$ cat config.mk
export PLATFORM = sky130hd
export DESIGN_NAME = ssr_regs
export DESIGN_NICKNAME = d
export VERILOG_FILES = /design/src/pkg/ssr_pkg.sv /design/src/ssr_sync.sv /design/src/ssr_regs.sv
export VERILOG_INCLUDE_DIRS = /design/src /design/src/pkg
export SDC_FILE = /design/constraint.sdc
export NUM_CORES = 1
export LEC_CHECK = 0
export BUFFER_PORTS_ARGS = -buffer_cell sky130_fd_sc_hd__buf_2
export CAP_MARGIN = 0
export CORE_ASPECT_RATIO = 0.5
export CORE_MARGIN = 3
export CORE_UTILIZATION = 49
export CTS_BUF_LIST = sky130_fd_sc_hd__clkbuf_16
export CTS_CLUSTER_DIAMETER = 150
export DETAILED_ROUTE_END_ITERATION = 6
export GPL_TIMING_DRIVEN = 0
export PLACE_DENSITY = 0.87
export SLEW_MARGIN = 20
export SYNTH_ARGS = -nofsm -noshare
export SYNTH_HDL_FRONTEND = slang
export SYNTH_SLANG_ARGS = --single-unit
$ cat constraint.sdc
create_clock -name clk_sys -period 2.65 [get_ports clk_sys]
set_input_delay 0.265 -clock clk_sys [delete_from_list [all_inputs] [get_ports clk_sys]]
set_output_delay 0.265 -clock clk_sys [all_outputs]
set_load 0.005 [all_outputs]
$ cat src/pkg/ssr_defines.svh
// Purpose: Offsets, bit positions and reset values of the secondary status and error registers
// Assumes: Included by the package and the design files by its bare name
// Notes:   Definitions only
//
// Behaviour
// - Bit 8 of the live status word shows the sensed level of the clamp output pin, 1 for high.
// - Bit 7 of the live status word shows the sensed level of the auxiliary pin, 1 for high.
// - Bit 6 of the live status word is 1 while the supply undervoltage monitor sees a failure.
// - Bit 5 of the live status word is the blanked overcurrent comparator, 1 above threshold.
// - Bit 4 of the live status word is the desaturation comparator, 1 above threshold.
// - Bit 1 of every word is 1 when the previous message was discarded, else 0.
// - Bit 15 of the error word is set by a power-up hard reset and stays set until cleared.
// - Bit 14 of the error word is set by an overcurrent event and stays set until cleared.
// - A clear of the overcurrent flag does nothing while the live overcurrent bit is set.
// - Bit 13 of the error word is set by a desaturation event and stays set until cleared.
// - Bit 12 of the error word is set when supply undervoltage is detected.
// - A clear of the undervoltage flag is ignored while the live undervoltage bit is set.
`ifndef SSR_DEFINES_SVH
`define SSR_DEFINES_SVH

// ----------------------------------------------------------------
// Offsets
// ----------------------------------------------------------------
`define SSR_ADDR_W        8
`define SSR_OFS_LIVE      8'h12
`define SSR_OFS_ERR       8'h13

// ----------------------------------------------------------------
// Field positions
// ----------------------------------------------------------------
`define SSR_BIT_CLAMP     8
`define SSR_BIT_AUX       7
`define SSR_BIT_UVLIVE    6
`define SSR_BIT_OCLIVE    5
`define SSR_BIT_DSLIVE    4
`define SSR_BIT_HARD      15
`define SSR_BIT_OCERR     14
`define SSR_BIT_DSERR     13
`define SSR_BIT_UVERR     12
`define SSR_BIT_VERIFY_TIMEOUT_FLAG      9
`define SSR_BIT_ADC_OVERVOLT_FLAG     6
`define SSR_BIT_ADC_UNDERVOLT_FLAG     5
`define SSR_BIT_LINK      4
`define SSR_BIT_LMI       1
`define SSR_BIT_PAR       0

// ----------------------------------------------------------------
// Reset values
// ----------------------------------------------------------------
`define SSR_RST_WORD      16'h0000
`define SSR_RST_ERR       8'h80
`define SSR_RST_LIVE      5'h00
`define SSR_SYNC_W        5

`endif

$ cat src/pkg/ssr_pkg.sv
// Purpose: Types of the secondary status and error registers
// Assumes: Constants come from ssr_defines.svh
// Notes:   Types only
`default_nettype none
`include "ssr_defines.svh"

package ssr_pkg;

    // ----------------------------------------------------------------
    // Types
    // ----------------------------------------------------------------
    typedef logic [15:0]              ssr_word_type;
    typedef logic [`SSR_ADDR_W-1:0]   ssr_addr_type;

    // Sticky error flags, bit order fixed for the whole block
    typedef struct packed {
        logic hard;
        logic oc;
        logic ds;
        logic uv;
        logic verify_timeout_flag;
        logic adc_overvolt_flag;
        logic adc_undervolt_flag;
        logic link;
    } ssr_err_type;

endpackage
`default_nettype wire

$ cat src/ssr_sync.sv
// Purpose: Two-stage synchroniser for a group of asynchronous levels
// Assumes: One clock, synchronous active-high reset
// Notes:   First stage feeds only the second stage
`timescale 1ns/100ps
`default_nettype none
`include "ssr_defines.svh"

module ssr_sync (
    // Clock and reset
    input  wire logic                   clk_sys,
    input  wire logic                   rst,
    // Levels
    input  wire logic [`SSR_SYNC_W-1:0] async_in,
    output logic      [`SSR_SYNC_W-1:0] sync_out
);

    logic [`SSR_SYNC_W-1:0] meta_reg;

    // ----------------------------------------------------------------
    // Per-bit double flop
    // ----------------------------------------------------------------
    genvar i;
    generate
        for (i = 0; i < `SSR_SYNC_W; i = i + 1) begin : g_bit
            always_ff @(posedge clk_sys) begin
                if (rst) begin
                    meta_reg[i] <= 1'b0;
                    sync_out[i] <= 1'b0;
                end else begin
                    meta_reg[i] <= async_in[i];
                    sync_out[i] <= meta_reg[i];
                end
            end
        end
    endgenerate

endmodule
`default_nettype wire

$ cat src/ssr_regs.sv
// Purpose: Live status and sticky error registers of the gate-drive side
// Assumes: Message relay delivers reads, clears and message verdicts on clk_sys
// Notes:   Pins and comparators are asynchronous and pass the synchroniser
`timescale 1ns/100ps
`default_nettype none
`include "ssr_defines.svh"

module ssr_regs (
    // Clock and reset
    input  wire logic                  clk_sys,
    input  wire logic                  rst,
    // Pins and comparators
    input  wire logic                  clamp_output_pin,
    input  wire logic                  aux_io_pin,
    input  wire logic                  supply2_undervolt_cmp,
    input  wire logic                  overcurrent_cmp,
    input  wire logic                  desat_cmp,
    // Protection events
    input  wire logic                  hard_reset_evt,
    input  wire logic                  overcurrent_evt,
    input  wire logic                  desat_evt,
    input  wire logic                  undervolt_evt,
    input  wire logic                  verify_timeout_evt,
    input  wire logic                  adc_overvolt_evt,
    input  wire logic                  adc_undervolt_evt,
    input  wire logic                  link_loss_evt,
    // Message verdict
    input  wire logic                  msg_done,
    input  wire logic                  msg_discarded,
    // Register read
    input  wire logic                  rd_req,
    input  wire ssr_pkg::ssr_addr_type rd_addr,
    output logic                       rd_valid,
    output ssr_pkg::ssr_word_type      rd_data,
    // Error clear
    input  wire logic                  clr_req,
    input  wire ssr_pkg::ssr_word_type clr_mask
);
    import ssr_pkg::*;

    logic [`SSR_SYNC_W-1:0] live_s;
    logic                   clamp_pin_level;
    logic                   aux_pin_level;
    logic                   supply2_undervolt_live;
    logic                   overcurrent_cmp_live;
    logic                   desat_cmp_live;
    ssr_err_type            err_reg;
    ssr_err_type            err_next;
    ssr_err_type            clr_v;
    logic                   last_msg_invalid_reg;
    logic                   last_msg_invalid_next;
    logic                   rd_valid_reg;
    logic                   rd_valid_next;
    ssr_word_type           rd_data_reg;
    ssr_word_type           rd_data_next;
    ssr_word_type           word_v;

    // ----------------------------------------------------------------
    // Input synchronisation
    // ----------------------------------------------------------------
    ssr_sync u_sync (
        .clk_sys  (clk_sys),
        .rst      (rst),
        .async_in ({clamp_output_pin, aux_io_pin, supply2_undervolt_cmp,
                    overcurrent_cmp, desat_cmp}),
        .sync_out (live_s)
    );

    assign clamp_pin_level        = live_s[4];
    assign aux_pin_level          = live_s[3];
    assign supply2_undervolt_live = live_s[2];
    assign overcurrent_cmp_live   = live_s[1];
    assign desat_cmp_live         = live_s[0];

    // ----------------------------------------------------------------
    // Sticky error flags
    // ----------------------------------------------------------------
    always_comb begin
        clr_v = ssr_err_type'(8'h00);
        if (clr_req) begin
            clr_v.hard  = clr_mask[`SSR_BIT_HARD];
            clr_v.oc    = clr_mask[`SSR_BIT_OCERR] & ~overcurrent_cmp_live;
            clr_v.ds    = clr_mask[`SSR_BIT_DSERR];
            clr_v.uv    = clr_mask[`SSR_BIT_UVERR] & ~supply2_undervolt_live;
            clr_v.verify_timeout_flag  = clr_mask[`SSR_BIT_VERIFY_TIMEOUT_FLAG];
            clr_v.adc_overvolt_flag = clr_mask[`SSR_BIT_ADC_OVERVOLT_FLAG];
            clr_v.adc_undervolt_flag = clr_mask[`SSR_BIT_ADC_UNDERVOLT_FLAG];
            clr_v.link  = clr_mask[`SSR_BIT_LINK];
        end
        // Set wins over clear; only a clear or a reset lowers a flag
        err_next       = err_reg & ~clr_v;
        err_next.hard  = err_next.hard | hard_reset_evt;
        err_next.oc    = err_next.oc | overcurrent_evt;
        err_next.ds    = err_next.ds | desat_evt;
        err_next.uv    = err_next.uv | undervolt_evt;
        err_next.verify_timeout_flag  = err_next.verify_timeout_flag | verify_timeout_evt;
        err_next.adc_overvolt_flag = err_next.adc_overvolt_flag | adc_overvolt_evt;
        err_next.adc_undervolt_flag = err_next.adc_undervolt_flag | adc_undervolt_evt;
        err_next.link  = err_next.link | link_loss_evt;
    end

    always_ff @(posedge clk_sys) begin
        if (rst) begin
            err_reg <= ssr_err_type'(`SSR_RST_ERR);
        end else begin
            err_reg <= err_next;
        end
    end

    // ----------------------------------------------------------------
    // Message verdict
    // ----------------------------------------------------------------
    always_comb begin
        last_msg_invalid_next = last_msg_invalid_reg;
        if (msg_done) begin
            last_msg_invalid_next = msg_discarded;
        end
    end

    always_ff @(posedge clk_sys) begin
        if (rst) begin
            last_msg_invalid_reg <= 1'b0;
        end else begin
            last_msg_invalid_reg <= last_msg_invalid_next;
        end
    end

    // ----------------------------------------------------------------
    // Read path
    // ----------------------------------------------------------------
    always_comb begin
        word_v        = `SSR_RST_WORD;
        rd_valid_next = rd_req;
        rd_data_next  = rd_data_reg;
        case (rd_addr)
            `SSR_OFS_LIVE: begin
                word_v[`SSR_BIT_CLAMP]  = clamp_pin_level;
                word_v[`SSR_BIT_AUX]    = aux_pin_level;
                word_v[`SSR_BIT_UVLIVE] = supply2_undervolt_live;
                word_v[`SSR_BIT_OCLIVE] = overcurrent_cmp_live;
                word_v[`SSR_BIT_DSLIVE] = desat_cmp_live;
            end
            `SSR_OFS_ERR: begin
                word_v[`SSR_BIT_HARD]  = err_reg.hard;
                word_v[`SSR_BIT_OCERR] = err_reg.oc;
                word_v[`SSR_BIT_DSERR] = err_reg.ds;
                word_v[`SSR_BIT_UVERR] = err_reg.uv;
                word_v[`SSR_BIT_VERIFY_TIMEOUT_FLAG]  = err_reg.verify_timeout_flag;
                word_v[`SSR_BIT_ADC_OVERVOLT_FLAG] = err_reg.adc_overvolt_flag;
                word_v[`SSR_BIT_ADC_UNDERVOLT_FLAG] = err_reg.adc_undervolt_flag;
                word_v[`SSR_BIT_LINK]  = err_reg.link;
            end
            default: begin
                word_v = `SSR_RST_WORD;
            end
        endcase
        word_v[`SSR_BIT_LMI] = last_msg_invalid_reg;
        word_v[`SSR_BIT_PAR] = ~(^word_v[15:1]);
        if (rd_req) begin
            rd_data_next = word_v;
        end
    end

    always_ff @(posedge clk_sys) begin
        if (rst) begin
            rd_valid_reg <= 1'b0;
            rd_data_reg  <= `SSR_RST_WORD;
        end else begin
            rd_valid_reg <= rd_valid_next;
            rd_data_reg  <= rd_data_next;
        end
    end

    assign rd_valid = rd_valid_reg;
    assign rd_data  = rd_data_reg;
endmodule
`default_nettype wire

Word-level counts from Yosys, hierarchy flattened
Index checks and enable logic that the tools add are counted.
{"block": "op_classes", "eq_ne": 2, "muxes": 5, "bitwise": 15, "n_reduce_logical": 1}
{"op": "== test 8 x 5 -> 1 bit (second input constant)", "n": 2}
{"op": "parity 15 bit", "n": 1}
{"op": "AND 8 bit", "n": 1}
{"op": "two-way mux 8 bit", "n": 1}
{"op": "NOT 8 bit", "n": 1}
{"op": "OR 1 bit", "n": 8}
{"op": "case mux 3 bit (2 select lines)", "n": 1}
{"op": "two-way mux 4 bit", "n": 1}
{"op": "NOT 1 bit", "n": 3}
{"op": "AND 1 bit", "n": 2}
{"op": "two-way mux 2 bit", "n": 1}
{"op": "two-way mux 1 bit", "n": 1}
{"block": "totals", "reg_bits": 32, "input_bits": 43, "output_inout_bits": 17, "wordCells": 44}

Longest topological paths before layout
Gate-level depths: netlist of the first run.
{"block": "depth", "word_depth": 6, "ltp_mapped": 6, "depth_no_buf": 5}

Cells and area by module
Synthesis of the first run repeated with hierarchy kept, for this count alone.
{"block": "hier_totals", "cells_unflattened": 137, "area_unflattened_um2": 1313.8}
{"mod": "ssr_regs", "instances": 1, "cells_each": 117, "area_per_inst_um2": 1051.0, "seq_area_each_um2": 440.4}
{"mod": "ssr_sync", "instances": 1, "cells_each": 20, "area_per_inst_um2": 262.8, "seq_area_each_um2": 200.2}

Worst setup path after synthesis of the first run
OpenSTA, ideal clock, no wires.
{"block": "synth_timing", "path_type": "register to register", "start": "reg err_reg[6] (netlist name)", "end": "reg rd_data_reg[0], in the netlist rd_data[0]", "setup_time_ns": 0.134, "arrival_time_ns": 1.560, "required_ns": 2.516, "path_slack_ns": 0.956, "stages_incl_launch_ff": 6, "n_path_buf": 0, "synth_period_minus_slack_ns": 1.694, "cell_sequence": "dfxtp_1 -> xnor3_1 -> xnor2_1 -> or3_1 -> a221oi_1 -> nor4_1"}
{"block": "synth_between", "elab_chain_len": 3}
{"item": "from (decl)", "line_no": "ssr_regs.sv:47", "rtl": "ssr_err_type err_reg;"}
{"item": "from (signal assigned)", "line_no": "ssr_regs.sv:104", "rtl": "err_reg <= ssr_err_type'(`SSR_RST_ERR);"}
{"item": "from (signal assigned)", "line_no": "ssr_regs.sv:106", "rtl": "err_reg <= err_next;"}
{"item": "two-way mux 4 bit", "line_no": "ssr_regs.sv:135", "rtl": "case (rd_addr)"}
{"item": "parity 15 bit", "line_no": "ssr_regs.sv:158", "rtl": "word_v[`SSR_BIT_PAR] = ~(^word_v[15:1]);"}
{"item": "NOT 1 bit", "line_no": "ssr_regs.sv:158"}
{"item": "to (signal assigned)", "line_no": "ssr_regs.sv:167", "rtl": "rd_data_reg <= `SSR_RST_WORD;"}
{"item": "to (signal assigned)", "line_no": "ssr_regs.sv:170", "rtl": "rd_data_reg <= rd_data_next;"}
{"item": "to (decl)", "line_no": "ssr_regs.sv:54", "rtl": "ssr_word_type rd_data_reg;"}
Every way passes these cells.
A chain may end at the register's enable or synchronous reset.

Final worst setup path of the first run
Ends and elaborated chain as after synthesis.

==> reports/qor.txt, run 1 <==
STATUS
--------------------------------------------------------------------------------------------------
Status .............................................................................. finished, final reports clean

TIMING
--------------------------------------------------------------------------------------------------
Count of final hold-check violations ................................................            0
Final-layout worst hold slack .......................................................     180.6 ps
Rel. slew slack .....................................................................       65.77%
Final worst path period share .......................................................       69.07%
Pins Over Slew Limit ................................................................            0
Final critical-path required period .................................................      1830 ps
Final worst clock skew ..............................................................     2.282 ps
Setup TNS ...........................................................................         0 ps
Setup repair after global routing missed its margin .................................           no
Transition at the pin with the smallest max-transition slack ........................     513.4 ps
Peak Freq ...........................................................................    546.4 MHz
Final setup vio count ...............................................................            0

WORST SETUP PATH
--------------------------------------------------------------------------------------------------
CP required .........................................................................      2780 ps
Setup crit end kind .................................................................     register
CP Launch Type ......................................................................     register
Dominant delay contributor by cell family on the critical path ...................... XOR/XNOR gates
Buffers plus inverters on the worst setup path ......................................            0
Crit path kind ...................................................................... register to register
Data arrival time of the critical path ..............................................      1960 ps
Maximum fanout along the worst path .................................................            3
Delay of the slowest critical-path stage ............................................       420 ps
Slowest cell on the critical path ...................................................      xnor3_1
Cells along the critical path ....................................................... xnor3_1, xnor2_1, or3_1, a221oi_1, nor4_1

CLOCK NETWORK
--------------------------------------------------------------------------------------------------
Count of cells resized by post-cts repair ...........................................            0
Clock tree buffer depth .............................................................            2
CTS tree ............................................................................          yes
Clock transition time at the flip-flop clock pins of the worst setup and hold paths .        50 ps
Buffers inserted by post-CTS timing repair ..........................................            0
Sinks on the clock net ..............................................................           32
CTS H-Tree Depth ....................................................................            2
Inserted Clock Buffers ..............................................................            5
Clock latency reported for the late side of the worst-skew pair .....................       270 ps
Cell at the root of the clock tree ..................................................    clkbuf_16
Hold buffer count at CTS ............................................................            0

SYNTHESIS
--------------------------------------------------------------------------------------------------
Count of flip-flops with a built-in enable after synthesis ..........................            0
Cell variety after synth ............................................................           30
Synthesized cell area ...............................................................     1299 um2
Area leader, netlist ................................................................      dfxtp_1
Most frequent cells after synthesis ................................................. 32 x dfxtp_1, 16 x nor2_1, 13 x nor2b_1, 9 x a21oi_1, 9 x nand2_1
Post-Syn Instances ..................................................................          132
Top cells by area in the synthesized netlist ........................................ dfxtp_1 49%, nor2b_1 6.3%, mux2i_1 5.4%, nor2_1 4.6%, a21oi_1 3.5%
Seq/Total Area, Yosys ...............................................................       49.33%
Average size of a mapped cell .......................................................    9.839 um2
Register bit total from synthesis ...................................................           32
Async SR Flop Fraction ..............................................................           0%
Yosys synthesis warning count .......................................................            0
Post-synth top area share ...........................................................       49.33%
Dominant cell by count in the synthesized netlist ...................................      dfxtp_1
Primary flip-flop cell chosen by synthesis mapping ..................................      dfxtp_1

CELLS AND AREA
--------------------------------------------------------------------------------------------------
Proportion of layout cells with a drive suffix above 1 ..............................       30.48%
Net total in the final layout .......................................................          229
Finished Core Util ..................................................................       72.66%
Cell area after layout ..............................................................     1713 um2
Signed area change from the synthesized netlist to the final layout .................       31.89%
Max reg flops .......................................................................           12
Ant. Diodes .........................................................................            0

GLOBAL ROUTE
--------------------------------------------------------------------------------------------------
Largest net degree at the start of global routing ...................................           11
Remaining Overflow, GRT .............................................................            0
Vias in the first global route ......................................................         1071
All-Layer GR Usage ..................................................................       18.17%
Number of antenna violations at the first check in global routing ...................            0
First-pass GRT wire length ..........................................................     4.602 mm

FLOORPLANNING
--------------------------------------------------------------------------------------------------
Std-Cell Rows .......................................................................           12
Effective utilization at floorplan ..................................................       55.10%
Die Ht ..............................................................................     42.41 um
Top-Level Pins ......................................................................           60
CORE AREA ...........................................................................     2357 um2
Full die area .......................................................................     3342 um2
Die X ...............................................................................     78.81 um

POWER
--------------------------------------------------------------------------------------------------
Largest voltage drop on the vdd net .................................................  0.0004022 V
Power density over the cells ........................................................ 671.0 nW/um2
LEAKAGE ............................................................................. 0.0007883 uW

PLACE
--------------------------------------------------------------------------------------------------
Final HPWL from detailed placement ..................................................     2.147 mm
Count of input and output buffers ...................................................           44
Placement Cell Area .................................................................     1574 um2
Routability-driven placement congestion ratio .......................................       0.7633

ROUTE
--------------------------------------------------------------------------------------------------
Number of routed nets with antenna violations .......................................            0
Sum of routed wire length over all layers ...........................................     2.911 mm
Drt drc .............................................................................            0
WL/cell .............................................................................     13.11 um
First-iteration detailed-routing DRC count ..........................................           48
Vias per Instance ...................................................................        5.068
Number of search-and-repair iterations in the first detailed-routing pass ...........            4
Total number of vias ................................................................         1125

FLOW RUN
--------------------------------------------------------------------------------------------------
Maxcap violations ...................................................................            0

MIN PATH
--------------------------------------------------------------------------------------------------
Type of the tightest min-delay check ................................................ input port to register

==> worst paths after layout <==
check | startpoint | end | slack (ps) | cells past startpoint
hold / removal | hard_reset_evt | err_reg[7]$_SDFF_PP1_ | 180 | 2
setup / recovery | err_reg[6]$_SDFF_PP0_ | rd_data[0]$_SDFFE_PP0P_ | 820 | 5
hold reg to reg | u_sync.meta_reg[1]$_SDFF_PP0_ | u_sync.sync_out[1]$_SDFF_PP0_ | 430 | 1
setup reg to reg | err_reg[6]$_SDFF_PP0_ | rd_data[0]$_SDFFE_PP0P_ | 820 | 5
==> per-stage QoR <==
step | cells | total power [uW] | setup WS [ps]
after floorplan | 135 | 591.4 | 956.1
after global placement | 214 | 627.0 | 864.7
after detailed placement | 214 | 631.2 | 849.6
after CTS | 222 | 1154 | 830.5
after global routing | 222 | 1194 | 684.6
final | 222 | 1149 | 819.7
==> cells in the final DEF, fill, tap and decap left out, types with 2 or more instances in the layout <==
| cell type | count |
|---|---|
| nor2_1 | 16 |
| nor3b_1 | 2 |
| a22oi_1 | 5 |
| nand4b_1 | 2 |
| mux2i_1 | 7 |
| conb_1 | 4 |
| o2bb2ai_1 | 3 |
| nor2b_1 | 13 |
| a21oi_1 | 9 |
| buf_2 | 45 |
| buf_4 | 4 |
| clkbuf_16 | 5 |
| xnor2_1 | 4 |
| clkbuf_1 | 7 |
| dfxtp_1 | 32 |
| and3_1 | 2 |
| nand2_1 | 9 |
| nand3b_1 | 2 |
| clkinv_2 | 2 |
==> cells by family after synthesis <==
group / count (synthesis) / synth area share (%)
and+or+nand+nor: 51 / 20.62
DFF: 32 / 49.33
AOI/OAI and AO/OA: 21 / 10.98
buffers and inverters: 13 / 5.009
xor gates and xnor gates: 7 / 8.381
muxes: 7 / 5.395
other: 1 / 0.2887
==> area by class of cell <==
type | instances | area (um2)
multi-input cells | 90 | 604.3
flip-flops and latches | 32 | 640.6
well taps | 35 | 43.79
clock inverters | 3 | 13.76
clock buffers | 5 | 125.1
inverters | 1 | 3.754
repair buffers | 44 | 220.2
fillers | 182 | 644.4
plain buffers | 12 | 61.31
==> metal layers <==
metal / wire [um] / track usage [%] / vias up
li1: - / - / 546
met1: 1221 / 19.40 / 535
met2: 1432 / 32.21 / 39
met3: 215 / 6.223 / 5
met4: 42 / 9.059 / 0
met5: 0 / 0 / -
==> report_power, final <==
group,switching [uW],total [uW],internal (uW)
Sequential,14.7,516,501
Combinational,48.1,108,59.9
Clock,186,525,340
Power figures use the tool's default switching activity.
==> run 2, diff against run 1 <==
--- a/config.mk
+++ b/config.mk
@@ -10,12 +10,12 @@
 export CAP_MARGIN = 0
 export CORE_ASPECT_RATIO = 0.5
 export CORE_MARGIN = 3
-export CORE_UTILIZATION = 49
+export CORE_UTILIZATION = 41
 export CTS_BUF_LIST = sky130_fd_sc_hd__clkbuf_16
 export CTS_CLUSTER_DIAMETER = 150
 export DETAILED_ROUTE_END_ITERATION = 6
 export GPL_TIMING_DRIVEN = 0
-export PLACE_DENSITY = 0.87
+export PLACE_DENSITY = 0.78
 export SLEW_MARGIN = 20
 export SYNTH_ARGS = -nofsm -noshare
 export SYNTH_HDL_FRONTEND = slang
==> constraint.sdc (replaced) <==
create_clock -name clk_sys -period 1.5 [get_ports clk_sys]
set_input_delay 0.15 -clock clk_sys [delete_from_list [all_inputs] [get_ports clk_sys]]
set_output_delay 0.15 -clock clk_sys [all_outputs]
set_load 0.005 [all_outputs]
==> run 2 against run 1 <==
The flow now finishes with violations (negative setup slack); highest routed layer unchanged; count of clock-buffer cells in the layout unchanged; routed wire length is 1.6% higher; total power up 75%; clock skew increased by 0.57 ps; first-iteration DRC count shrank 6.3%; maximum frequency is 5.0% higher; die area is 17% higher; via count fell by 2.5%; largest power group is now sequential cells; cell count grew 0.90%; setup slack lost 1100 ps; combinational power is 83% higher; critical path depth unchanged.
==> reports/qor.txt, run 2 (synthesized netlist as in run 1, its figures left out) <==
CELLS AND AREA
--------------------------------------------------------------------------------------------------
Signed area change from the synthesized netlist to the final layout .................       33.62%
Non-Filler Instances ................................................................          224
Most used cells in the layout excluding fill and tap cells .......................... 45 x buf_2, 31 x dfxtp_1, 16 x nor2_1
Cell area after layout ..............................................................     1735 um2
Register area .......................................................................    641.9 um2
Proportion of layout cells with a drive suffix above 1 ..............................       32.09%
Most common library cell in the layout ignoring fill and taps .......................        buf_2
Finished Core Util ..................................................................       62.03%
Max reg flops .......................................................................           12
Multi-input gate area ...............................................................    625.6 um2
Net total in the final layout .......................................................          229
Fill cell count .....................................................................          241
Ant. Diodes .........................................................................            0

WORST SETUP PATH
--------------------------------------------------------------------------------------------------
Beginning of the critical path ...................................................... err_reg[4]$_SDFF_PP0_
Maximum fanout along the worst path .................................................            3
CP Launch Type ......................................................................     register
Logic depth of the worst path, buffers included .....................................            5
Source of the worst register-to-register timing path ................................ err_reg[4]$_SDFF_PP0_
Dominant delay contributor by cell family on the critical path ...................... XOR/XNOR gates
Slowest cell on the critical path ...................................................      xnor3_1
Cells along the critical path ....................................................... xnor3_1, xnor2_1, or3_4, a221oi_2, nor4_1
R2r worst-path depth ................................................................            5
Buffers plus inverters on the worst setup path ......................................            0
Crit path kind ...................................................................... register to register
Data arrival time of the critical path ..............................................      1880 ps
Delay of the slowest critical-path stage ............................................       390 ps
CP required .........................................................................      1630 ps
Setup crit end kind .................................................................     register

POWER
--------------------------------------------------------------------------------------------------
Internal cell power .................................................................      1588 uW
Largest voltage drop on the vdd net .................................................  0.0005760 V
LEAKAGE ............................................................................. 0.0007921 uW
Share of power burned in registers ..................................................        45.4%
Power spent charging and discharging nets ...........................................     423.5 uW
Part of the power in combinational logic ............................................         9.8%
Power density over the cells ........................................................  1159 nW/um2
Clock network fraction of total power ...............................................        44.8%
Proportion of total power due to net switching ......................................       21.05%

GLOBAL ROUTE
--------------------------------------------------------------------------------------------------
Largest net degree at the start of global routing ...................................           11
Global Route met1 Usage .............................................................       17.64%
First-pass GRT wire length ..........................................................     4.533 mm
GRT met2 Usage ......................................................................       27.93%
All-Layer GR Usage ..................................................................       16.02%
Routing layer with the top usage in global route ....................................         met2
Met3 track demand over resource .....................................................       5.957%
Vias in the first global route ......................................................         1034
Number of antenna violations at the first check in global routing ...................            0
Remaining Overflow, GRT .............................................................            0

TIMING
--------------------------------------------------------------------------------------------------
Final critical-path required period .................................................      1742 ps
Count of final hold-check violations ................................................            0
Transition at the pin with the smallest max-transition slack ........................     506.2 ps
Slack of the critical path ..........................................................    -242.4 ps
Pins Over Slew Limit ................................................................            0
Final worst path period share .......................................................       116.2%
Final setup vio count ...............................................................            1
Setup repair after global routing missed its margin .................................          yes
Final-layout worst hold slack .......................................................     83.29 ps
Peak Freq ...........................................................................    573.9 MHz
Final worst clock skew ..............................................................     2.854 ps
Rel. slew slack .....................................................................       66.25%

MIN PATH
--------------------------------------------------------------------------------------------------
Type of the tightest min-delay check ................................................ input port to register
Worst Hold Path Cells ...............................................................            2
HP Start ............................................................................ hard_reset_evt

PLACE
--------------------------------------------------------------------------------------------------
Routability-driven placement congestion ratio .......................................       0.7927
Final HPWL from detailed placement ..................................................     2.156 mm
Count of input and output buffers ...................................................           44
Pre-CTS setup slack .................................................................    -234.8 ps
Placement Cell Area .................................................................     1584 um2
Cell Count Post-Placement ...........................................................          216

FLOORPLANNING
--------------------------------------------------------------------------------------------------
CORE AREA ...........................................................................     2798 um2
Die X ...............................................................................     85.60 um
Effective utilization at floorplan ..................................................       46.42%
Die Ht ..............................................................................     45.80 um
Std-Cell Rows .......................................................................           13
Top-Level Pins ......................................................................           60
Full die area .......................................................................     3920 um2

CLOCK NETWORK
--------------------------------------------------------------------------------------------------
Inserted Clock Buffers ..............................................................            5
CTS tree ............................................................................          yes
Cell at the root of the clock tree ..................................................    clkbuf_16
Buffers inserted by post-CTS timing repair ..........................................            0
Clock transition time at the flip-flop clock pins of the worst setup and hold paths .        50 ps
Sinks on the clock net ..............................................................           32
Clock tree buffer depth .............................................................            2
CTS H-Tree Depth ....................................................................            2
Clock latency reported for the late side of the worst-skew pair .....................       270 ps

ROUTE
--------------------------------------------------------------------------------------------------
WL/cell .............................................................................     13.21 um
Drt drc .............................................................................            0
Total number of vias ................................................................         1097
Number of search-and-repair iterations in the first detailed-routing pass ...........            4
Vias per Instance ...................................................................        4.897
First-iteration detailed-routing DRC count ..........................................           45
Sum of routed wire length over all layers ...........................................     2.958 mm
Number of routed nets with antenna violations .......................................            0

STATUS
--------------------------------------------------------------------------------------------------
Status .............................................................................. finished, violations left
Failing checks ...................................................................... negative setup slack

FLOW RUN
--------------------------------------------------------------------------------------------------
Maxcap violations ...................................................................            0

## run 2: metrics by stage
| step | total power (uW) | TNS (ps) |
|---|---|---|
| floorplan | 1048 | -94.57 |
| global placement | 1112 | -505.2 |
| detailed placement | 1120 | -1022 |
| CTS | 2032 | -261.6 |
| global route | 2096 | -272.1 |
| finish | 2011 | -242.4 |
## run 2: cell type report
| type | instances | area share (%) |
|---|---|---|
| clock buffer | 5 | 7.210 |
| tap | 37 | 2.668 |
| timing repair buffer | 44 | 12.69 |
| multi-input combinational | 90 | 36.05 |
| sequential | 32 | 36.99 |
| buffer | 12 | 3.533 |
| clock inverter | 3 | 0.6489 |
| inverter | 1 | 0.2163 |
## run 2: worst paths after layout
check | slack (ps) | endpoint
setup reg to reg | -240 | rd_data[0]$_SDFFE_PP0P_
hold / removal | 80 | err_reg[7]$_SDFF_PP1_
hold reg to reg | 430 | u_sync.sync_out[3]$_SDFF_PP0_
setup / recovery | -240 | rd_data[0]$_SDFFE_PP0P_
## run 2: power groups by stage
stage | sequential, uW | combinational (uW) | clock (uW)
2_1_floorplan | 922 | 126 | 0
3_3_place_gp | 926 | 186 | 0
3_5_place_dp | 928 | 192 | 0
4_1_cts | 912 | 196 | 925
5_1_grt | 915 | 217 | 964
6_report | 913 | 198 | 901
## run 2: worst reg2reg max path, delay by kind of cell (launching register included)
kind             cells  cell delay, ps
flip-flops           1             330
AO/OA/AOI/OAI        1             280
XOR/XNOR             2             550
AND/OR/NAND/NOR      2             440
## run 2: layer usage
metal | up-vias | routed length, um
met4 | 0 | 76
met5 | - | 0
met3 | 7 | 227
met1 | 505 | 1189
met2 | 38 | 1464
li1 | 547 | -
## run 2: timing repair
action / CTS / global route
setup endpoints to repair: 1 / 6
pin swaps: 1 / 2
hold endpoints to repair: 0 / 0
gates resized for setup: 1 / 2
hold buffers: 0 / 0
==> run 3, diff against run 2 <==
--- a/config.mk
+++ b/config.mk
@@ -10,12 +10,12 @@
 export CAP_MARGIN = 0
 export CORE_ASPECT_RATIO = 0.5
 export CORE_MARGIN = 3
-export CORE_UTILIZATION = 41
+export CORE_UTILIZATION = 40
 export CTS_BUF_LIST = sky130_fd_sc_hd__clkbuf_16
 export CTS_CLUSTER_DIAMETER = 150
 export DETAILED_ROUTE_END_ITERATION = 6
 export GPL_TIMING_DRIVEN = 0
-export PLACE_DENSITY = 0.78
+export PLACE_DENSITY = 0.77
 export SLEW_MARGIN = 20
 export SYNTH_ARGS = -nofsm -noshare
 export SYNTH_HDL_FRONTEND = slang
==> run 3 against run 2 <==
The run still ends with negative setup slack left; die area up 2.3%; combinational power about the same; maximum frequency grew 2.1%; count of clock-buffer cells in the layout is the same; critical endpoint unchanged.
==> reports/qor.txt, run 3 (synthesized netlist as in run 1, its figures left out) <==
STATUS
--------------------------------------------------------------------------------------------------
Status .............................................................................. finished, violations left
Failing checks ...................................................................... negative setup slack

GLOBAL ROUTE
--------------------------------------------------------------------------------------------------
Remaining Overflow, GRT .............................................................            0
Vias in the first global route ......................................................          979
Number of antenna violations at the first check in global routing ...................            0
First-pass GRT wire length ..........................................................     4.409 mm
Largest net degree at the start of global routing ...................................           11
All-Layer GR Usage ..................................................................       15.31%

ROUTE
--------------------------------------------------------------------------------------------------
Drt drc .............................................................................            0
Total number of vias ................................................................         1080
Number of search-and-repair iterations in the first detailed-routing pass ...........            4
Number of routed nets with antenna violations .......................................            0
WL/cell .............................................................................     12.67 um
Sum of routed wire length over all layers ...........................................     2.839 mm
First-iteration detailed-routing DRC count ..........................................           28
Vias per Instance ...................................................................        4.821

CELLS AND AREA
--------------------------------------------------------------------------------------------------
Net total in the final layout .......................................................          229
Cell area after layout ..............................................................     1754 um2
Multi-input gate area ...............................................................    614.3 um2
Max reg flops .......................................................................           12
Fill cell count .....................................................................          251
Most used cells in the layout excluding fill and tap cells .......................... 45 x buf_2, 31 x dfxtp_1, 16 x nor2_1
Non-Filler Instances ................................................................          224
Proportion of layout cells with a drive suffix above 1 ..............................       32.09%
Most common library cell in the layout ignoring fill and taps .......................        buf_2
Finished Core Util ..................................................................       61.98%
Signed area change from the synthesized netlist to the final layout .................       35.07%
Ant. Diodes .........................................................................            0
Register area .......................................................................    641.9 um2

FLOORPLANNING
--------------------------------------------------------------------------------------------------
Effective utilization at floorplan ..................................................       45.89%
CORE AREA ...........................................................................     2830 um2
Die Ht ..............................................................................     46.29 um
Std-Cell Rows .......................................................................           13
Die X ...............................................................................     86.59 um
Top-Level Pins ......................................................................           60
Full die area .......................................................................     4008 um2

WORST SETUP PATH
--------------------------------------------------------------------------------------------------
Reg-to-reg slack, setup .............................................................      -210 ps
Dominant delay contributor by cell family on the critical path ...................... XOR/XNOR gates
R2r worst-path depth ................................................................            5
Setup crit end kind .................................................................     register
Delay of the slowest critical-path stage ............................................       390 ps
CP Launch Type ......................................................................     register
Maximum fanout along the worst path .................................................            3
Buffers plus inverters on the worst setup path ......................................            0
Endpoint of the lowest-slack register-to-register path .............................. rd_data[0]$_SDFFE_PP0P_
Source of the worst register-to-register timing path ................................ err_reg[4]$_SDFF_PP0_
CP required .........................................................................      1630 ps
Crit path kind ...................................................................... register to register
Slowest cell on the critical path ...................................................      xnor3_1
Data arrival time of the critical path ..............................................      1840 ps
Cells along the critical path ....................................................... xnor3_1, xnor2_1, or3_1, a221oi_2, nor4_1

TIMING
--------------------------------------------------------------------------------------------------
Count of final hold-check violations ................................................            0
Final-layout worst hold slack .......................................................     59.95 ps
Final worst clock skew ..............................................................     2.661 ps
Setup repair after global routing missed its margin .................................          yes
Final setup vio count ...............................................................            1
Pins Over Slew Limit ................................................................            0
Peak Freq ...........................................................................    586.2 MHz
Final critical-path required period .................................................      1706 ps
Slack of the critical path ..........................................................    -205.8 ps
Rel. slew slack .....................................................................       65.56%
Final worst path period share .......................................................       113.7%
Transition at the pin with the smallest max-transition slack ........................     516.6 ps

CLOCK NETWORK
--------------------------------------------------------------------------------------------------
Clock latency reported for the late side of the worst-skew pair .....................       270 ps
Inserted Clock Buffers ..............................................................            5
Sinks on the clock net ..............................................................           32
Cell at the root of the clock tree ..................................................    clkbuf_16
CTS tree ............................................................................          yes
CTS H-Tree Depth ....................................................................            2
Hold buffer count at CTS ............................................................            0
Clock transition time at the flip-flop clock pins of the worst setup and hold paths .        50 ps
Clock tree buffer depth .............................................................            2

PLACE
--------------------------------------------------------------------------------------------------
Final HPWL from detailed placement ..................................................     2.091 mm
Routability-driven placement congestion ratio .......................................       0.8231
Count of input and output buffers ...................................................           44
Cell Count Post-Placement ...........................................................          216
Placement Cell Area .................................................................     1584 um2

MIN PATH
--------------------------------------------------------------------------------------------------
Endpoint of the worst hold path ..................................................... err_reg[7]$_SDFF_PP1_
HP Start ............................................................................ hard_reset_evt
Type of the tightest min-delay check ................................................ input port to register
Worst Hold Path Cells ...............................................................            2

POWER
--------------------------------------------------------------------------------------------------
Largest voltage drop on the vdd net .................................................  0.0006113 V
Power density over the cells ........................................................  1257 nW/um2
LEAKAGE ............................................................................. 0.0007974 uW

FLOW RUN
--------------------------------------------------------------------------------------------------
Maxcap violations ...................................................................            0

run 3: changes by cell type in the layout (fill, tap and decap cells not counted), sizes merged:
cell    previous run  this run
buf               49        50
bufinv             0         1
clkbuf            12        11
clkinv             1         2
inv                3         1
run 3: worst reg2reg max path, delay by kind of cell (launching register included):
family	cells	cell delay, ps
xor+xnor	2	550
simple gates	2	430
flops	1	330
compound gates	1	260
run 3: report_power, final:
part | internal (uW) | leakage, uW | switching, uW
logic | 112 | 0.000455 | 86.5
registers | 886 | 0.000263 | 24.8
clock network | 769 | 0.0000789 | 327
total | 1770 | 0.000797 | 438
run 3: timing repair:
| action | 4_1_cts | 5_1_grt |
|---|---|---|
| resized for setup | 1 | 0 |
| pin swaps | 0 | 1 |
| buffers inserted | 1 | 0 |
| endpoints found under the setup margin | 1 | 7 |
run 3: routing by layer:
metal,up-vias,track usage [%],part of all wire (%)
li1,551,-,-
met1,484,17.85,42
met2,40,24.77,46
met3,5,6.071,9.9
met4,0,8.385,1.8
met5,-,0,0
run 3: final cells by class:
| cell class | count | area share, % |
|---|---|---|
| sequential | 32 | 36.59 |
| multi-input combinational | 90 | 35.02 |
| timing repair buffer | 45 | 12.98 |
| inverter | 1 | 0.2140 |
| clock inverter | 3 | 2.140 |
| tap | 37 | 2.639 |
| clock buffer | 5 | 7.133 |
| buffer | 11 | 3.281 |
run 3: worst max-delay path by stage:
| stage | start | endpoint | cells past startpoint |
|---|---|---|---|
| floorplan | err_reg[4]$_SDFF_PP0_ | rd_data[0]$_SDFFE_PP0P_ | 5 |
| CTS | err_reg[4]$_SDFF_PP0_ | rd_data[0]$_SDFFE_PP0P_ | 5 |
| global placement | u_sync.sync_out[2]$_SDFF_PP0_ | rd_data[0]$_SDFFE_PP0P_ | 5 |
| detailed placement | u_sync.sync_out[2]$_SDFF_PP0_ | rd_data[0]$_SDFFE_PP0P_ | 5 |
| finish | err_reg[4]$_SDFF_PP0_ | rd_data[0]$_SDFFE_PP0P_ | 5 |
| global route | err_reg[4]$_SDFF_PP0_ | rd_data[0]$_SDFFE_PP0P_ | 5 |
run 3: through the flow:
| step | total power (uW) | TNS, ps | setup slack (ps) |
|---|---|---|---|
| 3_3_place_gp | 1112 | -695.9 | -202.3 |
| 6_report | 2205 | -205.8 | -205.8 |
| 2_1_floorplan | 1048 | -94.57 | -94.57 |
| 4_1_cts | 2238 | -209.0 | -209.0 |
| 3_5_place_dp | 1118 | -1378 | -246.2 |
| 5_1_grt | 2307 | -277.7 | -277.7 |
